$ cat config.mk
export PLATFORM = sky130hd
export DESIGN_NAME = uart_irq_status_line_format
export DESIGN_NICKNAME = d
export VERILOG_FILES = /design/src/hw/uart_irq_status_line_format.v /design/src/hw/irq_priority_pick.v
export VERILOG_INCLUDE_DIRS = /design/src /design/src/hw
export SDC_FILE = /design/constraint.sdc
export NUM_CORES = 1
export LEC_CHECK = 0
export CAP_MARGIN = 20
export CORE_UTILIZATION = 50
export DETAILED_ROUTE_END_ITERATION = 6
export DONT_BUFFER_PORTS = 1
export PLACE_DENSITY = 0.73
export SLEW_MARGIN = 20
export SYNTH_ARGS = -nofsm -noshare
export SYNTH_HDL_FRONTEND = slang
export SYNTH_SLANG_ARGS = --single-unit
export TNS_END_PERCENT = 5
$ cat constraint.sdc
create_clock -name core_clk_i -period 3.3 [get_ports core_clk_i]
set_input_delay 0.495 -clock core_clk_i [delete_from_list [all_inputs] [get_ports core_clk_i]]
set_output_delay 0.495 -clock core_clk_i [all_outputs]
set_load 0.01 [all_outputs]
$ cat src/hw/uart_fmt_consts.vh
// constants for the interrupt source and line format block
`ifndef UART_FMT_CONSTS_VH
`define UART_FMT_CONSTS_VH

// ****************************************
// register offsets (plain port, 3-bit address)
// ****************************************
`define OFS_INT_SOURCE      3'h2
`define OFS_LINE_FORMAT     3'h3
`define OFS_FIFO_CTRL       3'h2
`define OFS_FEATURE         3'h2
`define OFS_STATUS          3'h5

// ****************************************
// line format fields
// ****************************************
`define LF_DLAB_BIT         7
`define LF_BREAK_BIT        6
`define LF_FORCE_BIT        5
`define LF_EVEN_BIT         4
`define LF_PAR_EN_BIT       3
`define LF_STOP_BIT         2
`define LF_LEN_HI           1
`define LF_LEN_LO           0
`define LINE_FORMAT_RESET   8'h00
`define FEATURE_RESET       8'h00
`define FIFO_EN_RESET       1'h0
`define DATA_BITS_MIN       4'h5
`define FORCED_VAL_RESET    1'h1
`define TX_IDLE             1'h1

// ****************************************
// feature and fifo control fields
// ****************************************
`define FEAT_ENH_BIT        4
`define FIFO_EN_BIT         0

// ****************************************
// interrupt source codes, bits 5:0
// ****************************************
`define CODE_NONE           6'h01
`define CODE_LINE_STATUS    6'h06
`define CODE_RX_DATA        6'h04
`define CODE_RX_TIMEOUT     6'h0C
`define CODE_TX_EMPTY       6'h02
`define CODE_MODEM          6'h00
`define CODE_XOFF           6'h10
`define CODE_FLOW           6'h20
`define INT_SOURCE_RESET    8'h01

// ****************************************
// source indices, highest priority first
// ****************************************
`define NUM_SRC             7
`define SRC_LINE_STATUS     0
`define SRC_RX_DATA         1
`define SRC_RX_TIMEOUT      2
`define SRC_TX_EMPTY        3
`define SRC_MODEM           4
`define SRC_XOFF            5
`define SRC_FLOW            6

// ****************************************
// stop length in half bit times
// ****************************************
`define STOP_HALF_ONE       3'h2
`define STOP_HALF_ONE_HALF  3'h3
`define STOP_HALF_TWO       3'h4

`endif

$ cat src/hw/uart_irq_status_line_format.v
// interrupt source reporting and line format control of a serial transceiver
//
// Chosen here: strobed register access and the address map.
`timescale 1ns/1ps
`include "uart_fmt_consts.vh"

// How it works
// - six priority levels; a read returns the highest pending code
// - a read clears only the reported source; lower ones show later
// - the reported source stays latched until serviced by a read
// - line status is top priority, code 000110
// - data available reads 000100, data timeout reads 001100, priority two
// - holding empty is priority three 000010; modem status priority four 000000
// - xoff or special char priority five 010000; flow change priority six 100000
// - bits 7:6 read 11 with fifos enabled, else 00, default 00
// - bits 5:4 sources report only while feature bit 4 is set
// - xoff-detect stays set until matching xon characters arrive
// - bit 0 reads 0 while pending, 1 when idle, default 1
// - format bit 7 opens divisor latch and feature register access
// - format bit 6 holds serial output low until cleared
// - forced parity: 1 when bit 4 is 0, 0 when bit 4 is 1
// - unforced parity: bit 4 0 gives odd, 1 gives even
// - bit 3 enables parity append on transmit and check on receive
// - bit 2 selects stop length together with word length, default 0
// - stop 0 gives one; 1 gives 1.5 for five bits, else two
// - bits 1:0 set character length for transmit and receive
// - length code 00..11 selects 5..8 data bits
module uart_irq_status_line_format
(
  // clock and reset
  input  wire       core_clk_i,
  input  wire       arst_n_i,
  // register port
  input  wire [2:0] addr_i,
  input  wire [7:0] wdata_i,
  input  wire       wr_i,
  input  wire       rd_i,
  output reg  [7:0] rdata_o,
  // interrupt events from neighbouring units, one-cycle pulses
  input  wire       line_status_event_i,
  input  wire       rx_data_available_event_i,
  input  wire       rx_timeout_event_i,
  input  wire       tx_holding_empty_event_i,
  input  wire       modem_status_event_i,
  input  wire       xoff_detect_event_i,
  input  wire       xon_detect_event_i,
  input  wire       flow_change_event_i,
  // transmitter serial path
  input  wire       tx_serial_i,
  output reg        tx_serial_o,
  // format to transmitter and receiver
  output reg  [3:0] data_bits_o,
  output reg  [2:0] stop_half_bits_o,
  output reg        parity_en_o,
  output reg        parity_forced_o,
  output reg        parity_forced_val_o,
  output reg        parity_even_o,
  output reg        divisor_access_o,
  output reg        fifo_enable_o,
  output reg        irq_pending_o
);

  // ****************************************
  // state
  // ****************************************
  reg  [7:0]          line_format_reg;
  reg  [7:0]          enhanced_feature_reg;
  reg  [`NUM_SRC-1:0] pend;
  reg                 xoff_state;

  wire [`NUM_SRC-1:0] grant;
  wire [5:0]          code;
  wire                any;
  wire [`NUM_SRC-1:0] evt;
  wire [`NUM_SRC-1:0] visible;
  wire [`NUM_SRC-1:0] clr;
  wire                enh;
  wire                isr_rd;
  wire [7:0]          isr_val;

  reg  [7:0]          next_rdata;
  reg  [2:0]          next_stop;

  // ****************************************
  // register select, decoded in several places
  // ****************************************
  function sel;
    input [2:0] a;
    input [2:0] ofs;
    sel = (a == ofs);
  endfunction

  assign enh = enhanced_feature_reg[`FEAT_ENH_BIT];
  // feature register shares the offset of the source register behind the latch bit
  assign isr_rd = rd_i && sel(addr_i, `OFS_INT_SOURCE) && !line_format_reg[`LF_DLAB_BIT];

  assign evt[`SRC_LINE_STATUS] = line_status_event_i;
  assign evt[`SRC_RX_DATA]     = rx_data_available_event_i;
  assign evt[`SRC_RX_TIMEOUT]  = rx_timeout_event_i;
  assign evt[`SRC_TX_EMPTY]    = tx_holding_empty_event_i;
  assign evt[`SRC_MODEM]       = modem_status_event_i;
  assign evt[`SRC_XOFF]        = xoff_detect_event_i;
  assign evt[`SRC_FLOW]        = flow_change_event_i;

  // ****************************************
  // pending flags; set wins over the read clear
  // ****************************************
  genvar g;
  generate
    for (g = 0; g < `NUM_SRC; g = g + 1)
    begin : pend_bits
      always @(posedge core_clk_i or negedge arst_n_i)
      begin
        if (!arst_n_i)
          pend[g] <= 1'b0;
        else if (evt[g])
          pend[g] <= 1'b1;
        else if (clr[g])
          pend[g] <= 1'b0;
      end
    end
  endgenerate

  // xoff-detect is not cleared by the read, only by xon
  always @(posedge core_clk_i or negedge arst_n_i)
  begin
    if (!arst_n_i)
      xoff_state <= 1'b0;
    else if (xoff_detect_event_i)
      xoff_state <= 1'b1;
    else if (xon_detect_event_i)
      xoff_state <= 1'b0;
  end

  // upper sources masked unless enhanced features are on
  assign visible = {pend[`SRC_FLOW] & enh,
                    (pend[`SRC_XOFF] | xoff_state) & enh,
                    pend[`SRC_MODEM:`SRC_LINE_STATUS]};

  irq_priority_pick u_pick
  (
    .pend_i  (visible),
    .grant_o (grant),
    .code_o  (code),
    .any_o   (any)
  );

  // only the source shown by the read is cleared
  // clearing the live winner keeps the read data and the clear in step
  assign clr = isr_rd ? grant : {`NUM_SRC{1'b0}};

  assign isr_val = {{2{fifo_enable_o}},
                    code[5:1],
                    ~any};

  // ****************************************
  // register writes
  // ****************************************
  always @(posedge core_clk_i or negedge arst_n_i)
  begin
    if (!arst_n_i)
      line_format_reg <= `LINE_FORMAT_RESET;
    else if (wr_i && sel(addr_i, `OFS_LINE_FORMAT))
      line_format_reg <= wdata_i;
  end

  // feature register sits behind the latch bit
  always @(posedge core_clk_i or negedge arst_n_i)
  begin
    if (!arst_n_i)
      enhanced_feature_reg <= `FEATURE_RESET;
    else if (wr_i && sel(addr_i, `OFS_FEATURE) && line_format_reg[`LF_DLAB_BIT])
      enhanced_feature_reg <= wdata_i;
  end

  // fifo control shares the offset while the latch bit is clear
  always @(posedge core_clk_i or negedge arst_n_i)
  begin
    if (!arst_n_i)
      fifo_enable_o <= `FIFO_EN_RESET;
    else if (wr_i && sel(addr_i, `OFS_FIFO_CTRL) && !line_format_reg[`LF_DLAB_BIT])
      fifo_enable_o <= wdata_i[`FIFO_EN_BIT];
  end

  // ****************************************
  // read data, one cycle after the strobe
  // ****************************************
  always @*
  begin
    next_rdata = 8'h00;
    if (sel(addr_i, `OFS_LINE_FORMAT))
      next_rdata = line_format_reg;
    else if (sel(addr_i, `OFS_INT_SOURCE))
      next_rdata = line_format_reg[`LF_DLAB_BIT] ? enhanced_feature_reg : isr_val;
    else if (sel(addr_i, `OFS_STATUS))
      next_rdata = {7'h00, xoff_state};
  end

  always @(posedge core_clk_i or negedge arst_n_i)
  begin
    if (!arst_n_i)
      rdata_o <= 8'h00;
    else if (rd_i)
      rdata_o <= next_rdata;
    else
      rdata_o <= 8'h00;
  end

  // ****************************************
  // format outputs
  // ****************************************
  always @*
  begin
    if (!line_format_reg[`LF_STOP_BIT])
      next_stop = `STOP_HALF_ONE;
    else if (line_format_reg[`LF_LEN_HI:`LF_LEN_LO] == 2'h0)
      next_stop = `STOP_HALF_ONE_HALF;
    else
      next_stop = `STOP_HALF_TWO;
  end

  // ****************************************
  // character and stop length
  // ****************************************
  always @(posedge core_clk_i or negedge arst_n_i)
  begin
    if (!arst_n_i)
      data_bits_o <= `DATA_BITS_MIN;
    else
      data_bits_o <= `DATA_BITS_MIN + {2'h0, line_format_reg[`LF_LEN_HI:`LF_LEN_LO]};
  end

  always @(posedge core_clk_i or negedge arst_n_i)
  begin
    if (!arst_n_i)
      stop_half_bits_o <= `STOP_HALF_ONE;
    else
      stop_half_bits_o <= next_stop;
  end

  // ****************************************
  // parity
  // ****************************************
  always @(posedge core_clk_i or negedge arst_n_i)
  begin
    if (!arst_n_i)
      parity_en_o <= 1'b0;
    else
      parity_en_o <= line_format_reg[`LF_PAR_EN_BIT];
  end

  // forcing only counts while parity is enabled
  always @(posedge core_clk_i or negedge arst_n_i)
  begin
    if (!arst_n_i)
      parity_forced_o <= 1'b0;
    else
      parity_forced_o <= line_format_reg[`LF_PAR_EN_BIT] & line_format_reg[`LF_FORCE_BIT];
  end

  always @(posedge core_clk_i or negedge arst_n_i)
  begin
    if (!arst_n_i)
      parity_forced_val_o <= `FORCED_VAL_RESET;
    else
      parity_forced_val_o <= ~line_format_reg[`LF_EVEN_BIT];
  end

  always @(posedge core_clk_i or negedge arst_n_i)
  begin
    if (!arst_n_i)
      parity_even_o <= 1'b0;
    else
      parity_even_o <= line_format_reg[`LF_EVEN_BIT];
  end

  // ****************************************
  // latch access, break and interrupt level
  // ****************************************
  always @(posedge core_clk_i or negedge arst_n_i)
  begin
    if (!arst_n_i)
      divisor_access_o <= 1'b0;
    else
      divisor_access_o <= line_format_reg[`LF_DLAB_BIT];
  end

  // break forces the line low; held until software clears the bit
  always @(posedge core_clk_i or negedge arst_n_i)
  begin
    if (!arst_n_i)
      tx_serial_o <= `TX_IDLE;
    else
      tx_serial_o <= tx_serial_i & ~line_format_reg[`LF_BREAK_BIT];
  end

  always @(posedge core_clk_i or negedge arst_n_i)
  begin
    if (!arst_n_i)
      irq_pending_o <= 1'b0;
    else
      irq_pending_o <= any;
  end

endmodule

$ cat src/hw/irq_priority_pick.v
// fixed-priority picker for pending interrupt sources
`timescale 1ns/1ps
`include "uart_fmt_consts.vh"

module irq_priority_pick
(
  // pending sources, index 0 highest
  input  wire [`NUM_SRC-1:0] pend_i,
  // winning source
  output reg  [`NUM_SRC-1:0] grant_o,
  output reg  [5:0]          code_o,
  output reg                 any_o
);

  integer k;

  // ****************************************
  // first set bit wins
  // ****************************************
  always @*
  begin
    grant_o = {`NUM_SRC{1'b0}};
    any_o   = 1'b0;
    for (k = 0; k < `NUM_SRC; k = k + 1)
    begin
      if (pend_i[k] && !any_o)
      begin
        grant_o[k] = 1'b1;
        any_o      = 1'b1;
      end
    end
  end

  always @*
  begin
    case (grant_o)
      7'h01:   code_o = `CODE_LINE_STATUS;
      7'h02:   code_o = `CODE_RX_DATA;
      7'h04:   code_o = `CODE_RX_TIMEOUT;
      7'h08:   code_o = `CODE_TX_EMPTY;
      7'h10:   code_o = `CODE_MODEM;
      7'h20:   code_o = `CODE_XOFF;
      7'h40:   code_o = `CODE_FLOW;
      default: code_o = `CODE_NONE;
    endcase
  end

endmodule

### Word-level counts from Yosys, hierarchy flattened

Cells that the tools add are included.
Widths: inputs -> output; s select.

| operators by class | value |
|---|---|
| equal/unequal tests | 10 |
| add/sub/neg operators | 1 |
| reduce and logical (&&, ||, !) cells | 28 |
| muxes and demuxes | 38 |
| bitwise gates (word level) | 8 |

Operator list:

| operator | number |
|---|---|
| $pmux 6 s7 | 1 |
| $mux 8 | 4 |
| $mux 1 | 30 |
| $reduce_bool 2->1 | 8 |
| $logic_and 1x1->1 | 12 |
| $eq 7x1->1 const B | 1 |
| $eq 7x2->1 const B | 1 |
| $eq 7x3->1 const B | 1 |
| $eq 7x4->1 const B | 1 |
| $eq 7x5->1 const B | 1 |
| $eq 7x6->1 const B | 1 |
| $eq 7x7->1 const B | 1 |
| $logic_not 1->1 | 7 |
| $mux 7 | 1 |
| $eq 3x2->1 const B | 2 |
| $mux 3 | 2 |
| $add 3x2->4 const A | 1 |
| $and 1x1->1 | 4 |
| $eq 3x3->1 const B | 1 |
| $not 1->1 | 3 |
| $logic_not 2->1 | 1 |
| $or 1x1->1 | 1 |

| word-level totals | value |
|---|---|
| input bits | 24 |
| register bits after elaboration | 47 |
| word-level logic and storage cells | 106 |

### Logic depth before layout (Yosys ltp)

| depth | value |
|---|---|
| depth in word-level cells | 25 |
| gate-level depth with buffers | 5 |
| gate-level depth less buffers | 4 |

### Hierarchy

From an unflattened synthesis, not the netlist that was laid out.

| unflattened totals | value |
|---|---|
| cell total of the unflattened synthesis | 148 |
| area total of the unflattened synthesis | 1998.2 µm² |

By module, submodules not included:

| module | cells an instance | times used | area an instance (µm²) |
|---|---|---|---|
| uart_irq_status_line_format | 131 | 1 | 1861.8 |
| irq_priority_pick | 17 | 1 | 136.4 |

### Worst setup path before layout

No wires, ideal clock.

| path | value |
|---|---|
| kind | input to register |
| start point | in addr_i[1] |
| end point | reg enhanced_feature_reg[0] |
| buffers on the path | 2 |
| stages | 5 |
| path slack | 1.814 ns |
| arrival time | 1.361 ns |
| library setup time | 0.125 ns |
| data required time | 3.175 ns |
| path through | nor2b_4 -> buf_6 -> and4_4 -> buf_12 -> mux2_4 |

| on the way | value |
|---|---|
| word-level cells in the longest chain between the ends | 3 |

Ends and longest elaborated chain:

| element | line | text |
|---|---|---|
| from (decl) | uart_irq_status_line_format.v:34 | `input wire [2:0] addr_i,` |
| $eq 3x2->1 | uart_irq_status_line_format.v:90 | `sel = (a == ofs);` |
| $logic_and 1x1->1 (2 in a row) | uart_irq_status_line_format.v:172 | `` else if (wr_i && sel(addr_i, `OFS_FEATURE) && line_format_reg[`LF_DLAB_BIT]) `` |
| to (signal assigned) | uart_irq_status_line_format.v:171 | `` enhanced_feature_reg <= `FEATURE_RESET; `` |
| to (signal assigned) | uart_irq_status_line_format.v:173 | `enhanced_feature_reg <= wdata_i;` |
| to (decl) | uart_irq_status_line_format.v:67 | `reg [7:0] enhanced_feature_reg;` |

No other way between the ends.
A chain may end at the register's enable or synchronous reset.

### Final worst setup path

| path | value |
|---|---|
| start point | reg line_format_reg[7] |
| end point | reg rdata_o[0] |

| on the way | value |
|---|---|
| word-level cells in the longest chain between the ends | 4 |

Ends and longest elaborated chain:

| element | line | text |
|---|---|---|
| from (decl) | uart_irq_status_line_format.v:66 | `reg [7:0] line_format_reg;` |
| from (signal assigned) | uart_irq_status_line_format.v:162 | `` line_format_reg <= `LINE_FORMAT_RESET; `` |
| from (signal assigned) | uart_irq_status_line_format.v:164 | `line_format_reg <= wdata_i;` |
| $mux 8 | uart_irq_status_line_format.v:194 | `` next_rdata = line_format_reg[`LF_DLAB_BIT] ? enhanced_feature_reg : isr_val; `` |
| $mux 8 | uart_irq_status_line_format.v:193 | `` else if (sel(addr_i, `OFS_INT_SOURCE)) `` |
| $mux 8 | uart_irq_status_line_format.v:191 | `` if (sel(addr_i, `OFS_LINE_FORMAT)) `` |
| $mux 8 | uart_irq_status_line_format.v:203 | `else if (rd_i)` |
| to (signal assigned) | uart_irq_status_line_format.v:204 | `rdata_o <= next_rdata;` |
| to (decl) | uart_irq_status_line_format.v:38 | `output reg [7:0] rdata_o,` |

No other way between the ends.

==> metrics.txt <==
# TYPE chip_impl_metric gauge
chip_impl_metric{name="synth.yosys.warnings",unit=""} 0
chip_impl_metric{name="maximum_number_of_buffers_from_clock_root_to_sink",unit=""} 2
chip_impl_info{name="setup_repair_after_global_routing_missed_its_margin",value="false"} 1
chip_impl_metric{name="tritoncts_num_sinks",unit=""} 47
chip_impl_info{name="tritoncts",value="built"} 1
chip_impl_info{name="critPathCaptureType",value="register"} 1
chip_impl_metric{name="cts-buffers-inserted",unit=""} 5
chip_impl_metric{name="groute.layer.met3.usage",unit="%"} 7.57
chip_impl_metric{name="peakVddDrop",unit="µV"} 292
chip_impl_metric{name="post_synth_num_cell_types",unit=""} 41
chip_impl_metric{name="die_width",unit="µm"} 64.5
chip_impl_metric{name="global_route_wire_length_before_repair",unit="mm"} 6.19
chip_impl_info{name="synth_commonest_cells",value="sky130_fd_sc_hd__dfrtp_1 (42), sky130_fd_sc_hd__a21oi_1 (12), sky130_fd_sc_hd__inv_1 (10), sky130_fd_sc_hd__mux2_2 (10), sky130_fd_sc_hd__mux2_4 (8)"} 1
chip_impl_metric{name="final_period_util",unit="%"} 47.5
chip_impl_metric{name="drt_iter0_drc",unit=""} 67
chip_impl_info{name="status",value="completed"} 1
chip_impl_metric{name="max_freq",unit="GHz"} 0.638
chip_impl_metric{name="cap_viol_max_count",unit=""} 0
chip_impl_metric{name="vias",unit=""} 1171
chip_impl_metric{name="worst-endpoint-required",unit="ns"} 3.49
chip_impl_metric{name="synth-async-reset-ratio",unit="%"} 100
chip_impl_metric{name="largest_net_degree_at_the_start_of_global_routing",unit=""} 43
chip_impl_info{name="timing_worst_setup_path_type",value="reg -> reg"} 1
chip_impl_metric{name="ctsHtreeMaxLevel",unit=""} 2
chip_impl_metric{name="rel_slew_slack",unit="%"} 68.6
chip_impl_metric{name="final_critical_path_setup_slack",unit="ns"} 1.73
chip_impl_metric{name="finalCriticalPeriod",unit="ns"} 1.57
chip_impl_info{name="synth.most_common_cell",value="sky130_fd_sc_hd__dfrtp_1"} 1
chip_impl_metric{name="report.final.setup_viol",unit=""} 0
chip_impl_metric{name="critPathMaxFanout",unit=""} 16
chip_impl_metric{name="count_of_mapped_cells_out_of_synthesis",unit=""} 149
chip_impl_metric{name="wire_per_inst",unit="µm"} 18.6
chip_impl_metric{name="use_met1",unit="%"} 24.1
chip_impl_metric{name="synth_top_area_share",unit="%"} 53.8
chip_impl_metric{name="groute.layer.met2.usage",unit="%"} 32.6
chip_impl_metric{name="initial_core_util",unit="%"} 52.6
chip_impl_metric{name="die_h",unit="µm"} 64.5
chip_impl_metric{name="post_cts_hold_buffer_count",unit=""} 1
chip_impl_info{name="min_path_type",value="in -> async"} 1
chip_impl_metric{name="share_of_synthesized_area_occupied_by_flip_flops_and_latches",unit="%"} 60.5
chip_impl_metric{name="residual_drc",unit=""} 0
chip_impl_info{name="ys_dominant_reg_cell",value="sky130_fd_sc_hd__dfrtp_1"} 1
chip_impl_metric{name="vias_in_the_first_global_route",unit=""} 1255
chip_impl_info{name="synth.top_cells.by_area",value="sky130_fd_sc_hd__dfrtp_1 (54%), sky130_fd_sc_hd__dfstp_2 (6.7%), sky130_fd_sc_hd__mux2_4 (6.1%), sky130_fd_sc_hd__mux2_2 (5.8%), sky130_fd_sc_hd__a21oi_1 (3.1%)"} 1
chip_impl_metric{name="number_of_flops_mapped_to_enable_cells_by_yosys",unit=""} 0
chip_impl_metric{name="ys_ff_latch",unit=""} 47
chip_impl_metric{name="timing.final.hold_violations",unit=""} 0
chip_impl_metric{name="cts_resized",unit=""} 0
chip_impl_metric{name="fill_cells",unit=""} 320
chip_impl_info{name="element_type_at_the_critical_path_start",value="register"} 1
chip_impl_metric{name="report.power.total",unit="mW"} 1.31
chip_impl_metric{name="routed_wirelength",unit="mm"} 3.79
chip_impl_metric{name="dpl_worst_slack",unit="ns"} 1.77
chip_impl_metric{name="total_die_area",unit="µm²"} 4160
chip_impl_info{name="synth_top_cell_by_area",value="sky130_fd_sc_hd__dfrtp_1"} 1
chip_impl_metric{name="place.port_buffers",unit=""} 0
chip_impl_metric{name="aggregate_global_routing_overflow",unit=""} 0
chip_impl_metric{name="firstDrtPassIters",unit=""} 4
chip_impl_metric{name="design.portCount",unit=""} 47
chip_impl_metric{name="slew_viol_final",unit=""} 0
chip_impl_metric{name="gr-usage-all-layers",unit="%"} 20.4
chip_impl_info{name="clk_root_buffer_cell",value="sky130_fd_sc_hd__clkbuf_8"} 1
chip_impl_metric{name="core",unit="µm²"} 3720
chip_impl_metric{name="num_antenna_cells",unit=""} 0
chip_impl_info{name="global_route.peak_usage_layer",value="met2"} 1
chip_impl_metric{name="fin_nets",unit=""} 180
chip_impl_metric{name="drtAntennaViolNets",unit=""} 0
chip_impl_metric{name="cp.arrival",unit="ns"} 1.76
chip_impl_metric{name="flow.area_growth_from_synthesis",unit="%"} 7.62
chip_impl_metric{name="power_density",unit="nW/µm²"} 625
chip_impl_metric{name="grt_antenna_before_repair",unit=""} 0
chip_impl_metric{name="clock_insertion_delay_worst_skew",unit="ns"} 0.31
chip_impl_metric{name="power.static_leakage",unit="nW"} 0.898
chip_impl_metric{name="cts_setup_buffers",unit=""} 0
chip_impl_metric{name="layout.core_utilization",unit="%"} 56.6
chip_impl_metric{name="mappedNetlistArea",unit="µm²"} 1950
chip_impl_metric{name="tns",unit="ns"} 0
chip_impl_metric{name="worst_hold_slack",unit="ns"} 0.0145
chip_impl_metric{name="globalplace.congestion",unit=""} 0.847
chip_impl_metric{name="avgSynthCellArea",unit="µm²"} 13.1
chip_impl_metric{name="fin_skew",unit="ns"} 0.0106
chip_impl_metric{name="cts.clk_slew.worst_paths",unit="ns"} 0.09
chip_impl_metric{name="drive_above_1_share",unit="%"} 25.2
chip_impl_metric{name="place.detailed.hpwl",unit="mm"} 2.54
chip_impl_metric{name="floorplan.rows",unit=""} 22
chip_impl_metric{name="route.detailed.vias_per_inst",unit=""} 5.77
chip_impl_metric{name="worstMarginPinSlew",unit="ns"} 0.471
chip_impl_metric{name="synthesis.nets",unit=""} 175
cell usage in the layout (no fill, tap or decap), types with 2 or more instances in the layout:
master / count
sky130_fd_sc_hd__dfstp_2: 5
sky130_fd_sc_hd__mux2_2: 10
sky130_fd_sc_hd__nand2_1: 6
sky130_fd_sc_hd__nand3_1: 4
sky130_fd_sc_hd__a21o_1: 4
sky130_fd_sc_hd__dfrtp_1: 42
sky130_fd_sc_hd__nor3b_1: 2
sky130_fd_sc_hd__nand4_1: 2
sky130_fd_sc_hd__nor2_1: 7
sky130_fd_sc_hd__nand3b_1: 2
sky130_fd_sc_hd__nand2b_1: 3
sky130_fd_sc_hd__a21oi_1: 12
sky130_fd_sc_hd__ha_1: 2
sky130_fd_sc_hd__nor2b_1: 2
sky130_fd_sc_hd__mux2_4: 8
sky130_fd_sc_hd__and2_1: 2
sky130_fd_sc_hd__clkbuf_8: 6
sky130_fd_sc_hd__inv_1: 10
sky130_fd_sc_hd__o21ai_0: 3
final timing paths:
check                                   start                  to  slack (ns)  depth (start not counted)
setup / recovery           line_format_reg[7]          rdata_o[0]        1.73                          3
hold / removal                       arst_n_i  line_format_reg[3]        0.01                          1
setup reg to reg           line_format_reg[7]          rdata_o[0]        1.73                          3
hold reg to reg            line_format_reg[6]         tx_serial_o        0.42                          1
max in group asynchronous            arst_n_i      data_bits_o[2]        2.58                          1
min in group core_clk_i    rx_timeout_event_i             pend[2]        0.27                          1
layout make-up:
| class | count | area, µm² | area share [%] |
|---|---|---|---|
| timing repair buffer | 2 | 30.0 | 1.43 |
| clock buffer | 6 | 82.6 | 3.93 |
| clock inverter | 2 | 16.3 | 0.774 |
| multi-input combinational | 88 | 693 | 33.0 |
| inverter | 10 | 37.5 | 1.79 |
| sequential | 47 | 1180 | 56.2 |
| tap | 48 | 60.1 | 2.86 |
stage by stage:
| stage | cells | area (µm²) |
|---|---|---|
| after global routing | 203 | 2100 |
| after CTS | 202 | 2090 |
| after floorplan | 149 | 1950 |
| after detailed placement | 193 | 1970 |
| final | 203 | 2100 |
| after global placement | 193 | 1970 |
power by group:
part	internal (mW)	switching, mW
sequential	0.684	0.0963
clock	0.171	0.199
combinational	0.0998	0.0635
layer usage:
metal | share of wire, % | vias to the layer above
li1 | - | 536
met1 | 42 | 588
met2 | 49 | 39
met3 | 6.6 | 8
met4 | 2.5 | 0
met5 | 0 | -
critical path: stages (launching register included):
cell,delay [ns]
sky130_fd_sc_hd__dfrtp_1,0.56
sky130_fd_sc_hd__nor4_2,0.44
sky130_fd_sc_hd__nand3_1,0.11
sky130_fd_sc_hd__a311oi_1,0.34
kinds of logic after synthesis:
kind of cell	Yosys count	share of synthesized area, %
flip-flops	47	60.5
AND/OR/NAND/NOR	41	13.5
AO/OA/AOI/OAI	27	8.84
multiplexers	18	11.9
buffers and inverters	14	3.97
adder cells (fa/ha/maj)	2	1.28
No activity file was read; power rests on OpenSTA's default activity.
